--- src/verilog/lcdc_pkg.sv ---
// Shared constants and carrier types of the LCD controller command decoder
package lcdc_pkg;

  // ********************************
  // Opcodes
  // ********************************
  localparam logic [7:0] OP_INIT = 8'h40;
  localparam logic [7:0] OP_STANDBY = 8'h53;
  localparam logic [6:0] OP_DISPLAY_ENABLE_HI = 7'h2C;
  localparam logic [7:0] OP_SCROLL_SETUP = 8'h44;
  localparam logic [7:0] OP_GLYPH_RAM_BASE = 8'h5C;
  localparam logic [7:0] OP_CURSOR_SHAPE = 8'h5D;
  localparam logic [5:0] OP_CURSOR_DIRECTION_HI = 6'h13;
  localparam logic [7:0] OP_PIXEL_PAN = 8'h5A;
  localparam logic [7:0] OP_LAYER_OVERLAY = 8'h5B;
  localparam logic [7:0] OP_CURSOR_WRITE = 8'h46;
  localparam logic [7:0] OP_CURSOR_READ = 8'h47;
  localparam logic [7:0] OP_MEMORY_WRITE = 8'h42;
  localparam logic [7:0] OP_MEMORY_READ = 8'h43;

  // ********************************
  // Parameter counts
  // ********************************
  localparam logic [3:0] CNT_INIT = 4'h8;
  localparam logic [3:0] CNT_SCROLL = 4'hA;
  localparam logic [3:0] CNT_TWO = 4'h2;
  localparam logic [3:0] CNT_ONE = 4'h1;
  localparam logic [3:0] CNT_NONE = 4'h0;

  // ********************************
  // Parameter table layout (byte index)
  // ********************************
  localparam int TABLE_DEPTH = 24;
  localparam logic [4:0] BASE_INIT = 5'h00;
  localparam logic [4:0] BASE_SCROLL = 5'h08;
  localparam logic [4:0] BASE_GLYPH = 5'h12;
  localparam logic [4:0] BASE_SHAPE = 5'h14;
  localparam logic [4:0] BASE_PAN = 5'h16;
  localparam logic [4:0] BASE_OVERLAY = 5'h17;
  // Index of address_pitch_low inside the init list
  localparam logic [3:0] IDX_PITCH_LOW = 4'h6;
  localparam logic [3:0] IDX_PITCH_HIGH = 4'h7;

  // ********************************
  // Reset values
  // ********************************
  localparam logic [15:0] RST_CURSOR = 16'h0000;
  localparam logic [7:0] RST_PITCH = 8'h00;
  localparam logic [7:0] RST_BYTE = 8'h00;
  localparam logic [1:0] RST_DIR = 2'h0;

  // Host side of the 8-bit bus, all inputs
  typedef struct packed {
    logic cs_n;
    logic wr_n;
    logic rd_n;
    logic cmd_data_select;
    logic [7:0] data;
  } lcdc_bus_t;

  // Display memory access request
  typedef struct packed {
    logic valid;
    logic write;
    logic [15:0] addr;
    logic [7:0] data;
  } lcdc_mem_t;

  typedef enum logic [2:0] {
    MODE_IDLE,
    MODE_PARAM,
    MODE_CURSOR_WRITE,
    MODE_CURSOR_READ,
    MODE_MEM_WRITE,
    MODE_MEM_READ
  } lcdc_mode_t;

endpackage

--- src/verilog/lcdc_param_ram.sv ---
// Parameter byte table with two-byte write and registered read
`timescale 1ns/1ps
module lcdc_param_ram #(
  parameter int DEPTH = 24
) (
  // Clock and reset
  input wire logic clk_sys,
  input wire logic sys_rst,
  // Write port, lane 1 goes to waddr+1
  input wire logic [1:0] we,
  input wire logic [4:0] waddr,
  input wire logic [15:0] wdata,
  // Read port
  input wire logic [4:0] raddr,
  output logic [7:0] rdata
);
  logic [7:0] mem [DEPTH];
  logic [7:0] next_rdata;
  logic [4:0] waddr_hi;

  always_comb begin
    waddr_hi = waddr + 5'h01;
    next_rdata = (int'(raddr) < DEPTH) ? mem[raddr] : 8'h00;
  end

  always_ff @(posedge clk_sys) begin
    if (we[0]) begin
      mem[waddr] <= wdata[7:0];
    end
    if (we[1]) begin
      mem[waddr_hi] <= wdata[15:8];
    end
  end

  always_ff @(posedge clk_sys or posedge sys_rst) begin
    if (sys_rst) begin
      rdata <= 8'h00;
    end else begin
      rdata <= next_rdata;
    end
  end
endmodule

--- src/verilog/lcdc_decoder.sv ---
// Command decoder of the graphic LCD controller behind the 8-bit host bus
// Functional notes
// - Opcodes come with select high; init 0x40 takes eight bytes, standby 0x53 none.
// - Display enable opcode is 0101100x with the flag in bit 0 and one parameter byte.
// - Opcode 0x44 is the scroll setup and takes ten parameter bytes.
// - Opcodes 0x5C (glyph RAM base) and 0x5D (cursor shape) take two bytes each.
// - Cursor direction opcode is 010011xx, the low two bits select direction, no bytes.
// - Opcodes 0x5A (pixel pan) and 0x5B (layer overlay) take one byte each.
// - Opcode 0x42 streams data bytes into display memory and 0x43 reads it back.
// - Opcodes 0x46/0x47 write/read the cursor byte by byte, low byte alone is legal.
// - Each parameter byte outside a pair updates its register as soon as it arrives.
// - A new opcode cuts the list short; written bytes stay, the rest keep old values.
// - Paired bytes of scroll and glyph base commit together; a lone low byte is dropped.
// - Pitch low and high bytes are two independent bytes, each applied on arrival.
// - The init opcode resets timing, blanks the display and leaves standby.
`timescale 1ns/1ps
module lcdc_decoder
  import lcdc_pkg::*;
#(
  parameter int DEPTH = TABLE_DEPTH
) (
  // Clock and reset
  input wire logic clk_sys,
  input wire logic sys_rst,
  // Host bus
  input wire lcdc_pkg::lcdc_bus_t bus,
  output logic [7:0] bus_rd_data,
  output logic bus_rd_oe_n,
  // Display memory
  output lcdc_pkg::lcdc_mem_t mem_req,
  input wire logic [7:0] mem_rd_data,
  // Parameter table read port for the display engine
  input wire logic [4:0] param_raddr,
  output logic [7:0] param_rdata,
  // Decoded state
  output logic timing_reset,
  output logic display_on,
  output logic standby,
  output logic [7:0] display_attr,
  output logic [1:0] cursor_dir,
  output logic [15:0] cursor,
  output logic [15:0] address_pitch
);
  import lcdc_pkg::*;

  // ********************************
  // Decode helpers
  // ********************************
  // byte counts per opcode
  function automatic logic [3:0] param_count(input logic [7:0] op);
    unique case (op)
      OP_INIT: param_count = CNT_INIT;
      OP_SCROLL_SETUP: param_count = CNT_SCROLL;
      OP_GLYPH_RAM_BASE, OP_CURSOR_SHAPE: param_count = CNT_TWO;
      OP_PIXEL_PAN, OP_LAYER_OVERLAY: param_count = CNT_ONE;
      default: param_count = (op[7:1] == OP_DISPLAY_ENABLE_HI) ? CNT_ONE : CNT_NONE;
    endcase
  endfunction

  function automatic logic [4:0] param_base(input logic [7:0] op);
    unique case (op)
      OP_SCROLL_SETUP: param_base = BASE_SCROLL;
      OP_GLYPH_RAM_BASE: param_base = BASE_GLYPH;
      OP_CURSOR_SHAPE: param_base = BASE_SHAPE;
      OP_PIXEL_PAN: param_base = BASE_PAN;
      OP_LAYER_OVERLAY: param_base = BASE_OVERLAY;
      default: param_base = BASE_INIT;
    endcase
  endfunction

  // Low half of a byte pair; the pitch bytes of init are deliberately absent
  function automatic logic pair_low(input logic [7:0] op, input logic [3:0] idx);
    if (op == OP_SCROLL_SETUP) begin
      pair_low = (idx == 4'h0) || (idx == 4'h3) || (idx == 4'h6) || (idx == 4'h8);
    end else begin
      pair_low = (op == OP_GLYPH_RAM_BASE) && (idx == 4'h0);
    end
  endfunction

  function automatic logic [15:0] cursor_step(input logic [15:0] cur, input logic [1:0] dir,
                                              input logic [15:0] pitch);
    unique case (dir)
      2'h0: cursor_step = cur + 16'h0001;
      2'h1: cursor_step = cur - 16'h0001;
      2'h2: cursor_step = cur - pitch;
      2'h3: cursor_step = cur + pitch;
    endcase
  endfunction

  // ********************************
  // Strobe edges
  // ********************************
  logic wr_prev, rd_prev;
  logic wr_take, rd_take, op_take, byte_take, data_rd;

  always_ff @(posedge clk_sys or posedge sys_rst) begin
    if (sys_rst) begin
      wr_prev <= 1'b1;
      rd_prev <= 1'b1;
    end else begin
      wr_prev <= bus.wr_n;
      rd_prev <= bus.rd_n;
    end
  end

  always_comb begin
    wr_take = !bus.cs_n && bus.rd_n && !bus.wr_n && wr_prev;
    rd_take = !bus.cs_n && bus.wr_n && !bus.rd_n && rd_prev;
    op_take = wr_take && bus.cmd_data_select;
    byte_take = wr_take && !bus.cmd_data_select;
    data_rd = rd_take && !bus.cmd_data_select;
  end

  // ********************************
  // Decoder state
  // ********************************
  lcdc_mode_t mode, next_mode;
  logic [7:0] opcode, next_opcode;
  logic [3:0] idx, next_idx;
  logic [7:0] pend, next_pend;
  logic pend_valid, next_pend_valid;
  logic read_high, next_read_high;
  logic next_timing_reset, next_display_on, next_standby;
  logic [7:0] next_display_attr, next_bus_rd_data;
  logic [1:0] next_cursor_dir;
  logic [15:0] next_cursor, next_address_pitch;
  lcdc_mem_t next_mem_req;
  logic [1:0] ram_we;
  logic [4:0] ram_waddr;
  logic [15:0] ram_wdata;

  always_comb begin
    next_mode = mode;
    next_opcode = opcode;
    next_idx = idx;
    next_pend = pend;
    next_pend_valid = pend_valid;
    next_read_high = read_high;
    next_timing_reset = 1'b0;
    next_display_on = display_on;
    next_standby = standby;
    next_display_attr = display_attr;
    next_cursor_dir = cursor_dir;
    next_cursor = cursor;
    next_address_pitch = address_pitch;
    next_bus_rd_data = bus_rd_data;
    next_mem_req = '0;
    next_mem_req.addr = cursor;
    ram_we = 2'b00;
    ram_waddr = param_base(opcode) + {1'b0, idx};
    ram_wdata = {bus.data, bus.data};
    if (op_take) begin
      // new opcode drops what is left of the list
      next_opcode = bus.data;
      next_idx = 4'h0;
      // a lone pair byte is discarded
      next_pend_valid = 1'b0;
      next_read_high = 1'b0;
      next_mode = (param_count(bus.data) != CNT_NONE) ? MODE_PARAM : MODE_IDLE;
      unique case (bus.data)
        OP_CURSOR_WRITE: next_mode = MODE_CURSOR_WRITE;
        OP_CURSOR_READ: next_mode = MODE_CURSOR_READ;
        OP_MEMORY_WRITE: next_mode = MODE_MEM_WRITE;
        OP_MEMORY_READ: next_mode = MODE_MEM_READ;
        default: ;
      endcase
      if (bus.data == OP_INIT) begin
        next_timing_reset = 1'b1;
        next_display_on = 1'b0;
        next_standby = 1'b0;
      end
      if (bus.data == OP_STANDBY) begin
        next_standby = 1'b1;
      end
      if (bus.data[7:1] == OP_DISPLAY_ENABLE_HI) begin
        next_display_on = bus.data[0];
      end
      if (bus.data[7:2] == OP_CURSOR_DIRECTION_HI) begin
        next_cursor_dir = bus.data[1:0];
      end
    end else if (byte_take) begin
      unique case (mode)
        MODE_PARAM: begin
          if (idx < param_count(opcode)) begin
            next_idx = idx + 4'h1;
            if (pair_low(opcode, idx)) begin
              // hold the low byte until its partner arrives
              next_pend = bus.data;
              next_pend_valid = 1'b1;
            end else if (pend_valid) begin
              ram_waddr = param_base(opcode) + {1'b0, idx} - 5'h01;
              ram_wdata = {bus.data, pend};
              ram_we = 2'b11;
              next_pend_valid = 1'b0;
            end else if (opcode[7:1] != OP_DISPLAY_ENABLE_HI) begin
              // single byte applied on arrival; the display flag byte has no table slot
              ram_we = 2'b01;
            end
            if (opcode[7:1] == OP_DISPLAY_ENABLE_HI) begin
              next_display_attr = bus.data;
            end
            // pitch bytes applied one at a time
            if (opcode == OP_INIT && idx == IDX_PITCH_LOW) begin
              next_address_pitch[7:0] = bus.data;
            end
            if (opcode == OP_INIT && idx == IDX_PITCH_HIGH) begin
              next_address_pitch[15:8] = bus.data;
            end
          end
        end
        MODE_CURSOR_WRITE: begin
          // each cursor byte on its own
          if (idx == 4'h0) begin
            next_cursor[7:0] = bus.data;
          end else if (idx == 4'h1) begin
            next_cursor[15:8] = bus.data;
          end
          if (idx < CNT_TWO) begin
            next_idx = idx + 4'h1;
          end
        end
        MODE_MEM_WRITE: begin
          next_mem_req.valid = 1'b1;
          next_mem_req.write = 1'b1;
          next_mem_req.data = bus.data;
          next_cursor = cursor_step(cursor, cursor_dir, address_pitch);
        end
        default: ;
      endcase
    end else if (data_rd) begin
      unique case (mode)
        MODE_CURSOR_READ: begin
          next_bus_rd_data = read_high ? cursor[15:8] : cursor[7:0];
          next_read_high = 1'b1;
        end
        MODE_MEM_READ: begin
          // read at the cursor, then advance
          next_bus_rd_data = mem_rd_data;
          next_mem_req.valid = 1'b1;
          next_cursor = cursor_step(cursor, cursor_dir, address_pitch);
        end
        default: next_bus_rd_data = RST_BYTE;
      endcase
    end
  end

  always_ff @(posedge clk_sys or posedge sys_rst) begin
    if (sys_rst) begin
      mode <= MODE_IDLE;
      opcode <= RST_BYTE;
      idx <= 4'h0;
      pend <= RST_BYTE;
      pend_valid <= 1'b0;
      read_high <= 1'b0;
      timing_reset <= 1'b0;
      display_on <= 1'b0;
      standby <= 1'b0;
      display_attr <= RST_BYTE;
      cursor_dir <= RST_DIR;
      cursor <= RST_CURSOR;
      address_pitch <= {RST_PITCH, RST_PITCH};
      bus_rd_data <= RST_BYTE;
      mem_req <= '0;
    end else begin
      mode <= next_mode;
      opcode <= next_opcode;
      idx <= next_idx;
      pend <= next_pend;
      pend_valid <= next_pend_valid;
      read_high <= next_read_high;
      timing_reset <= next_timing_reset;
      display_on <= next_display_on;
      standby <= next_standby;
      display_attr <= next_display_attr;
      cursor_dir <= next_cursor_dir;
      cursor <= next_cursor;
      address_pitch <= next_address_pitch;
      bus_rd_data <= next_bus_rd_data;
      mem_req <= next_mem_req;
    end
  end

  // Drives while a read strobe is held past its first cycle, for either select; status reads leave bus_rd_data unchanged
  assign bus_rd_oe_n = !(!bus.cs_n && !bus.rd_n && !rd_prev);

  lcdc_param_ram #(
    .DEPTH(DEPTH)
  ) u_table (
    .clk_sys(clk_sys),
    .sys_rst(sys_rst),
    .we(ram_we),
    .waddr(ram_waddr),
    .wdata(ram_wdata),
    .raddr(param_raddr),
    .rdata(param_rdata)
  );
endmodule

--- config.mk ---
export PLATFORM = sky130hd
export DESIGN_NAME = lcdc_decoder
export DESIGN_NICKNAME = d
export VERILOG_FILES = /design/src/verilog/lcdc_pkg.sv /design/src/verilog/lcdc_param_ram.sv /design/src/verilog/lcdc_decoder.sv
export SDC_FILE = /design/constraint.sdc
export NUM_CORES = 1
export LEC_CHECK = 0
export ABC_AREA = 1
export ABC_CLOCK_PERIOD_IN_PS = 3500
export BUFFER_PORTS_ARGS = -buffer_cell sky130_fd_sc_hd__buf_2
export CELL_PAD_IN_SITES_DETAIL_PLACEMENT = 0
export CELL_PAD_IN_SITES_GLOBAL_PLACEMENT = 1
export CORE_ASPECT_RATIO = 0.6
export CORE_MARGIN = 1.5
export CORE_UTILIZATION = 35
export DETAILED_ROUTE_END_ITERATION = 12
export HOLD_SLACK_MARGIN = 0.08
export PLACE_DENSITY_LB_ADDON = 0.1
export SLEW_MARGIN = 30
export SYNTH_ARGS = -nofsm -noshare
export SYNTH_HDL_FRONTEND = slang
export SYNTH_SLANG_ARGS = --single-unit
--- constraint.sdc ---
create_clock -name clk_sys -period 3.5 [get_ports clk_sys]
set_input_delay 0.35 -clock clk_sys [delete_from_list [all_inputs] [get_ports clk_sys]]
set_output_delay 0.35 -clock clk_sys [all_outputs]
set_load 0.02 [all_outputs]
==> impl_metrics.tcl, run 1 <==
set metrics [dict create \
    max_stage_delay_ns 0.38 \
    setup_viol 259 \
    synth_top_area_share_pct 34.11 \
    p_switching_mw 3.493 \
    skew_ns 0.02059 \
    numCtsBuffers 34 \
    gr-usage-all-layers_pct 25.28 \
    async_flop_share_pct 37.25 \
    syn-mean-instance-area_um2 9.136 \
    crit_required_ns 3.75 \
    nets 2162 \
    grt_overflow 0 \
    drc 0 \
    fin_hold_ws_ns 0.1002 \
    power.density_mw_per_mm2 491.0 \
    cts_tree "yes" \
    critPathCaptureType "flop" \
    drt_pass1_iterations 5 \
    start_kind "flop" \
    synth_area_leaders "edfxtp_1 34%, dfrtp_1 17%, nand2_1 8.0%" \
    rows 62 \
    drive_gt1_share_pct 30.21 \
    syn-num-nets 1915 \
    swShare_pct 32.46 \
    io_pins 115 \
    internal_power_mw 7.267 \
    ys_warn_count 0 \
    io_buffers 114 \
    die_area_mm2 0.04966 \
    outcome "finished with violations" \
    dp_hpwl_mm 42.73 \
    period_share_pct 104.4 \
    holdCritPathClass "in -> reg" \
    setup_slack_ns -0.1528 \
    maxCapViolations 0 \
    die_x_um 286.7 \
    vias 14880 \
    ctsHtreeMaxLevel 2 \
    grt_pass1_vias 13800 \
    initial_utilization_pct 35.37 \
    synthDistinctLibCells 53 \
    wl_per_cell_um 23.07 \
    crit_fanout 6 \
    clk_pin_slew_ns 0.06 \
    ant_nets 0 \
    path_class "reg -> reg" \
    clockRootBuffer "clkbuf_16" \
    ir_drop_uv 288.2 \
    core_area_mm2 0.04779 \
    min_period_ns 3.653 \
    drt_iter0_drc 1501 \
    max_slew_margin_pct 48.17 \
    syn2layout_area_growth_pct 29.63 \
    yosysSeqAreaShare_pct 51.00 \
    postSynthCellCount 1850 \
    vias_per_cell 5.386 \
    synth_edf_count 192 \
    yosysTopAreaCell "edfxtp_1" \
    synthFlopType "edfxtp_1" \
    clkLatencyLatePin_ns 0.54 \
    n_antenna_cell 0 \
    grt_first_pass_wirelength_mm 93.07 \
    leakage_nw 9.339 \
    slew_viol_final 0 \
    timing.fmax_mhz 273.8 \
    clock_sinks 306 \
    seqPwrFrac_pct 37.8 \
    violations "negative setup slack" \
    antenna_found_initial 1 \
    grt_max_degree 97 \
    finalHoldViolCount 0 \
    worst_pin_slew_ns 0.7775 \
    place.gp.congestion 0.8989 \
    netlist_area_mm2 0.01690 \
    clk_path_buf_depth 3 \
    slowest_stage "dfrtp_1" \
    comb_power_share_pct 26.9 \
    fin_util_pct 45.85 \
    cp_data_arrival_time_ns 3.90 \
    cp_common_cell "nand2_2" \
    clkPwrFrac_pct 35.2 \
    ys_ff_latch 306 \
    rsz0062_at_grt "true" \
    routed_wl_mm 63.71 \
    die_y_um 173.2 \
]
state kept, by name (all words and copies together), names as in the netlist, 2 cells and up:
name,count
u_table.mem,192
mem_req,26
address_pitch,16
cursor,16
bus_rd_data,8
display_attr,8
opcode,8
pend,8
u_table.rdata,8
idx,4
mode,3
cursor_dir,2
power groups by stage:
stage	clock, mW	combinational, mW	sequential [mW]
floorplan	0	1.48	4.18
global placement	0	2.46	4.14
detailed placement	0	2.46	4.14
CTS	3.84	2.61	4.07
global route	3.99	3.12	4.09
finish	3.79	2.90	4.07
layout by cell type, fill, tap and decap left out, types with 8 or more instances in the layout:
master / instances
o211ai_1: 13
nor3_1: 11
inv_2: 23
buf_12: 43
dfrtp_1: 111
dlygate4sd3_1: 10
nor2_1: 173
buf_6: 38
nand2_2: 57
o21ai_0: 172
nor2_2: 8
o21ai_2: 65
clkinv_1: 11
buf_4: 133
a21oi_1: 45
nand2_4: 17
clkbuf_16: 37
nor2_8: 9
o221ai_1: 42
o311ai_0: 8
inv_1: 89
o21ai_1: 152
nand3_1: 40
edfxtp_1: 192
nand4_1: 10
o22ai_1: 10
nand2_8: 12
ha_1: 29
nand2_1: 310
nor2_4: 8
nand3_4: 18
xor2_1: 25
buf_2: 114
layout make-up:
cell class	count	area, um2
clock buffers	39	900.9
clock inverters	22	235.2
fillers	4631	25870
inverters	120	467.9
multi-input cells	1295	7876
flip-flops and latches	306	8622
well taps	640	800.8
repair buffers	340	3008
critical path, delay by kind of cell, from the launching register on:
family / cells / cell delay, ns
adder cells (fa/ha/maj): 2 / 0.29
flip-flops: 1 / 0.38
AO/OA/AOI/OAI: 1 / 0.10
buffers and inverters: 10 / 0.99
XOR/XNOR: 2 / 0.28
AND/OR/NAND/NOR: 10 / 1.32
what timing repair did:
action,4_1_cts,5_1_grt
setup buffers,15,19
pin swaps,31,39
gates resized for setup,71,133
endpoints found under the setup margin,329,388
cloned,5,5
endpoints found under the hold margin,80,0
hold buffers,10,0
Yosys cell counts (3+ instances only):
master,n
nand2_1,362
o22ai_1,10
a31oi_1,4
nand4_1,10
buf_2,27
nand3_1,46
nor2_8,9
ha_1,35
nand2_2,13
nor2_4,3
clkbuf_1,72
nor2_2,4
o21ai_0,194
o211ai_1,13
a21oi_1,46
nor2_1,182
dfrtp_1,112
nand3_4,10
buf_6,16
fa_1,3
inv_1,104
xor2_1,25
nand2_4,18
nor4_1,4
o311ai_0,8
buf_4,16
a31o_2,6
edfxtp_1,192
xnor2_1,7
o21ai_2,33
o221ai_1,42
o21ai_1,169
inv_2,12
buf_1,5
nor3_1,12
worst paths after layout:
kind                                      end  cells after the start           start  slack [ns]
max in group asynchronous          mem_req[7]                      4         sys_rst        2.22
max reg2reg                u_table.mem[22][7]                     25       opcode[5]       -0.15
min                            bus_rd_data[5]                      3  mem_rd_data[5]        0.10
min in group asynchronous    u_table.rdata[6]                      3         sys_rst        0.51
min reg2reg                       mem_req[20]                      0      cursor[12]        0.43
max                        u_table.mem[22][7]                     25       opcode[5]       -0.15
metrics by stage:
stage / TNS, ns / area [um2] / worst slack, ns / power [mW] / std cells
global route: -98.92 / 21910 / -0.3988 / 11.20 / 2762
floorplan: -0.9857 / 16990 / -0.04238 / 5.662 / 1850
global placement: -28.79 / 19510 / -0.1983 / 6.601 / 2652
finish: -13.72 / 21910 / -0.1528 / 10.76 / 2762
detailed placement: -37.70 / 19510 / -0.2592 / 6.603 / 2652
CTS: -5.276 / 21220 / -0.1027 / 10.52 / 2740
cells by family (layout without fill, tap and decap cells):
kind of cell	Yosys count	after routing	synth area share [%]
AND/OR/NAND/NOR	683	690	19.10
AO/OA/AOI/OAI	534	534	18.25
flip-flops	306	306	51.00
buffers and inverters	256	521	6.981
adder cells (fa/ha/maj)	38	38	2.946
XOR/XNOR	32	32	1.658
multiplexers	1	1	0.05922
per-layer routing:
| metal | wire length [um] | up-vias | track usage, % |
|---|---|---|---|
| met1 | 33040 | 7303 | 43.03 |
| met4 | 639 | 0 | 3.571 |
| met2 | 23910 | 596 | 31.71 |
| met5 | 0 | - | 0 |
| met3 | 6122 | 56 | 5.697 |
| li1 | - | 6920 | - |
Power figures use the tool's default switching activity.
==> run 2, diff against run 1 <==
ABC_CLOCK_PERIOD_IN_PS = 3350   (was 3500)
clock period = 3.35 ns   (was 3.5 ns; I/O delays follow)
==> impl_metrics.tcl, run 2 (synthesis results as in run 1) <==
set metrics [dict create \
    reg2regPathDepth 24 \
    ant_nets 0 \
    r2r_end "u_table.mem[19][1]" \
    layout_common_cells "316 x nand2_1, 192 x edfxtp_1, 174 x nor2_1, 172 x buf_4, 170 x o21ai_0" \
    reg2reg_slack_ns -0.20 \
    start_kind "flop" \
    period_share_pct 106.1 \
    clock_sinks 306 \
    r2r_start "opcode[4]" \
    slew_viol_final 0 \
    critPathCaptureType "flop" \
    min_period_ns 3.554 \
    initial_utilization_pct 35.37 \
    grt_pass1_vias 14120 \
    crit_path_start "opcode[4]" \
    largestRegisters "u_table.mem: 192 flops, mem_req: 26 flops" \
    drt_pass1_iterations 5 \
    vias 14920 \
    grt_first_pass_wirelength_mm 94.32 \
    setup_viol 344 \
    io_pins 115 \
    skew_ns 0.02120 \
    dp_hpwl_mm 43.43 \
    nets 2197 \
    maxCapViolations 0 \
    n_antenna_cell 0 \
    worst_pin_slew_ns 1.015 \
    drc 0 \
    cts_tree "yes" \
    fin_hold_ws_ns 0.1129 \
    endpoint "u_table.mem[19][1]" \
    leakage_nw 9.501 \
    grt_overflow 0 \
    die_x_um 286.7 \
    drive_gt1_share_pct 30.57 \
    numCtsBuffers 35 \
    syn2layout_area_growth_pct 30.69 \
    crit_required_ns 3.62 \
    largest_register_ffs 192 \
    crit_fanout 9 \
    grt_max_degree 97 \
    power.density_mw_per_mm2 505.5 \
    path_class "reg -> reg" \
    antenna_found_initial 1 \
    clkLatencyLatePin_ns 0.54 \
    clk_pin_slew_ns 0.06 \
    ctsHtreeMaxLevel 2 \
    routed_wl_mm 63.91 \
    place.gp.congestion 0.8810 \
    tns_ns -32.63 \
    wl_per_cell_um 22.83 \
    outcome "finished with violations" \
    ir_drop_uv 369.1 \
    regMostFlops "u_table.mem" \
    vias_per_cell 5.331 \
    core_area_mm2 0.04779 \
    cp_data_arrival_time_ns 3.82 \
    rows 62 \
    timing.fmax_mhz 281.4 \
    finalHoldViolCount 0 \
    rsz0062_at_grt "true" \
    gr-usage-all-layers_pct 25.61 \
    die_area_mm2 0.04966 \
    die_y_um 173.2 \
    drt_iter0_drc 1430 \
    clockRootBuffer "clkbuf_16" \
    mostFrequentLayoutCell "nand2_1" \
    clk_path_buf_depth 3 \
    max_slew_margin_pct 32.03 \
    io_buffers 114 \
    holdCritPathClass "in -> reg" \
    setup_slack_ns -0.2039 \
    violations "negative setup slack" \
]
[run 2: cell types whose count changed in the layout (fill, tap and decap cells not counted), moves of 7 or more]
cell      change
buf_4        +39
clkbuf_1      +8
nand2_2      -16
nand2_4      +13
o21ai_2       -7
[run 2: final cells by class]
type	count	area, um2
clock buffers	51	997.2
well taps	640	800.8
multi-input cells	1293	7819
inverters	120	467.9
clock inverters	13	133.9
fillers	4651	25700
repair buffers	376	3251
flip-flops and latches	306	8621
[run 2: worst min path at each step]
stage	from	end	slack, ns	depth (start not counted)
2_1_floorplan	bus[9]	rd_prev	0.34	0
3_3_place_gp	cursor[12]	mem_req[20]	0.41	0
3_5_place_dp	cursor[12]	mem_req[20]	0.41	0
4_1_cts	bus[5]	opcode[5]	0.08	3
5_1_grt	bus[5]	opcode[5]	0.13	3
6_report	bus[5]	opcode[5]	0.11	3
[run 2: repair_timing]
| action | in CTS | in global routing |
|---|---|---|
| hold endpoints to repair | 75 | 0 |
| setup endpoints to repair | 374 | 389 |
| resized for setup | 101 | 72 |
| hold buffers | 12 | 0 |
| setup buffers | 14 | 7 |
| pin swaps | 33 | 18 |
| cloned | 3 | 4 |
[run 2: worst max-delay path: stages (launching register included)]
cell and delay (ns):
dfrtp_1 0.39, buf_6 0.12, nand2_4 0.04, nor2_4 0.16
nand3_2 0.12, nand2_2 0.10, inv_2 0.05, ha_4 0.26
inv_2 0.04, ha_4 0.15, fa_2 0.33, xor2_1 0.16
o21ai_1 0.12, nand2_1 0.07, nand2_1 0.08, nand3_2 0.09
nand2_4 0.11, inv_4 0.06, nor2_4 0.12, inv_4 0.08
nor2_8 0.10, buf_12 0.16, nand3_2 0.19, nand2_1 0.11
o21ai_1 0.06
[run 2: power breakdown]
| part | leakage, nW | internal (mW) | total (mW) | switching (mW) |
|---|---|---|---|---|
| logic | 5.74 | 1.14 | 3.02 | 1.88 |
| registers | 3.20 | 4.14 | 4.24 | 0.0993 |
| clock network | 0.554 | 2.24 | 3.90 | 1.66 |
| total | 9.50 | 7.52 | 11.2 | 3.64 |
[run 2: per-stage QoR]
step | setup slack [ns] | power, mW | area [um2] | std cells | util [%]
global route | -0.4178 | 11.64 | 22090 | 2799 | 46.23
CTS | -0.1301 | 11.13 | 21720 | 2788 | 45.45
detailed placement | -0.2719 | 6.996 | 19840 | 2695 | 41.52
floorplan | -0.01312 | 5.937 | 17050 | 1850 | -
global placement | -0.2351 | 7.001 | 19840 | 2695 | 41.52
finish | -0.2039 | 11.17 | 22090 | 2799 | 46.23
[run 2: per-layer routing]
| layer | vias up | GRT usage (%) | wire length, um |
|---|---|---|---|
| li1 | 6985 | - | - |
| met1 | 7268 | 42.03 | 32530 |
| met2 | 610 | 32.64 | 24100 |
| met3 | 59 | 7.316 | 6521 |
| met4 | 0 | 4.034 | 756 |
| met5 | - | 0 | 0 |
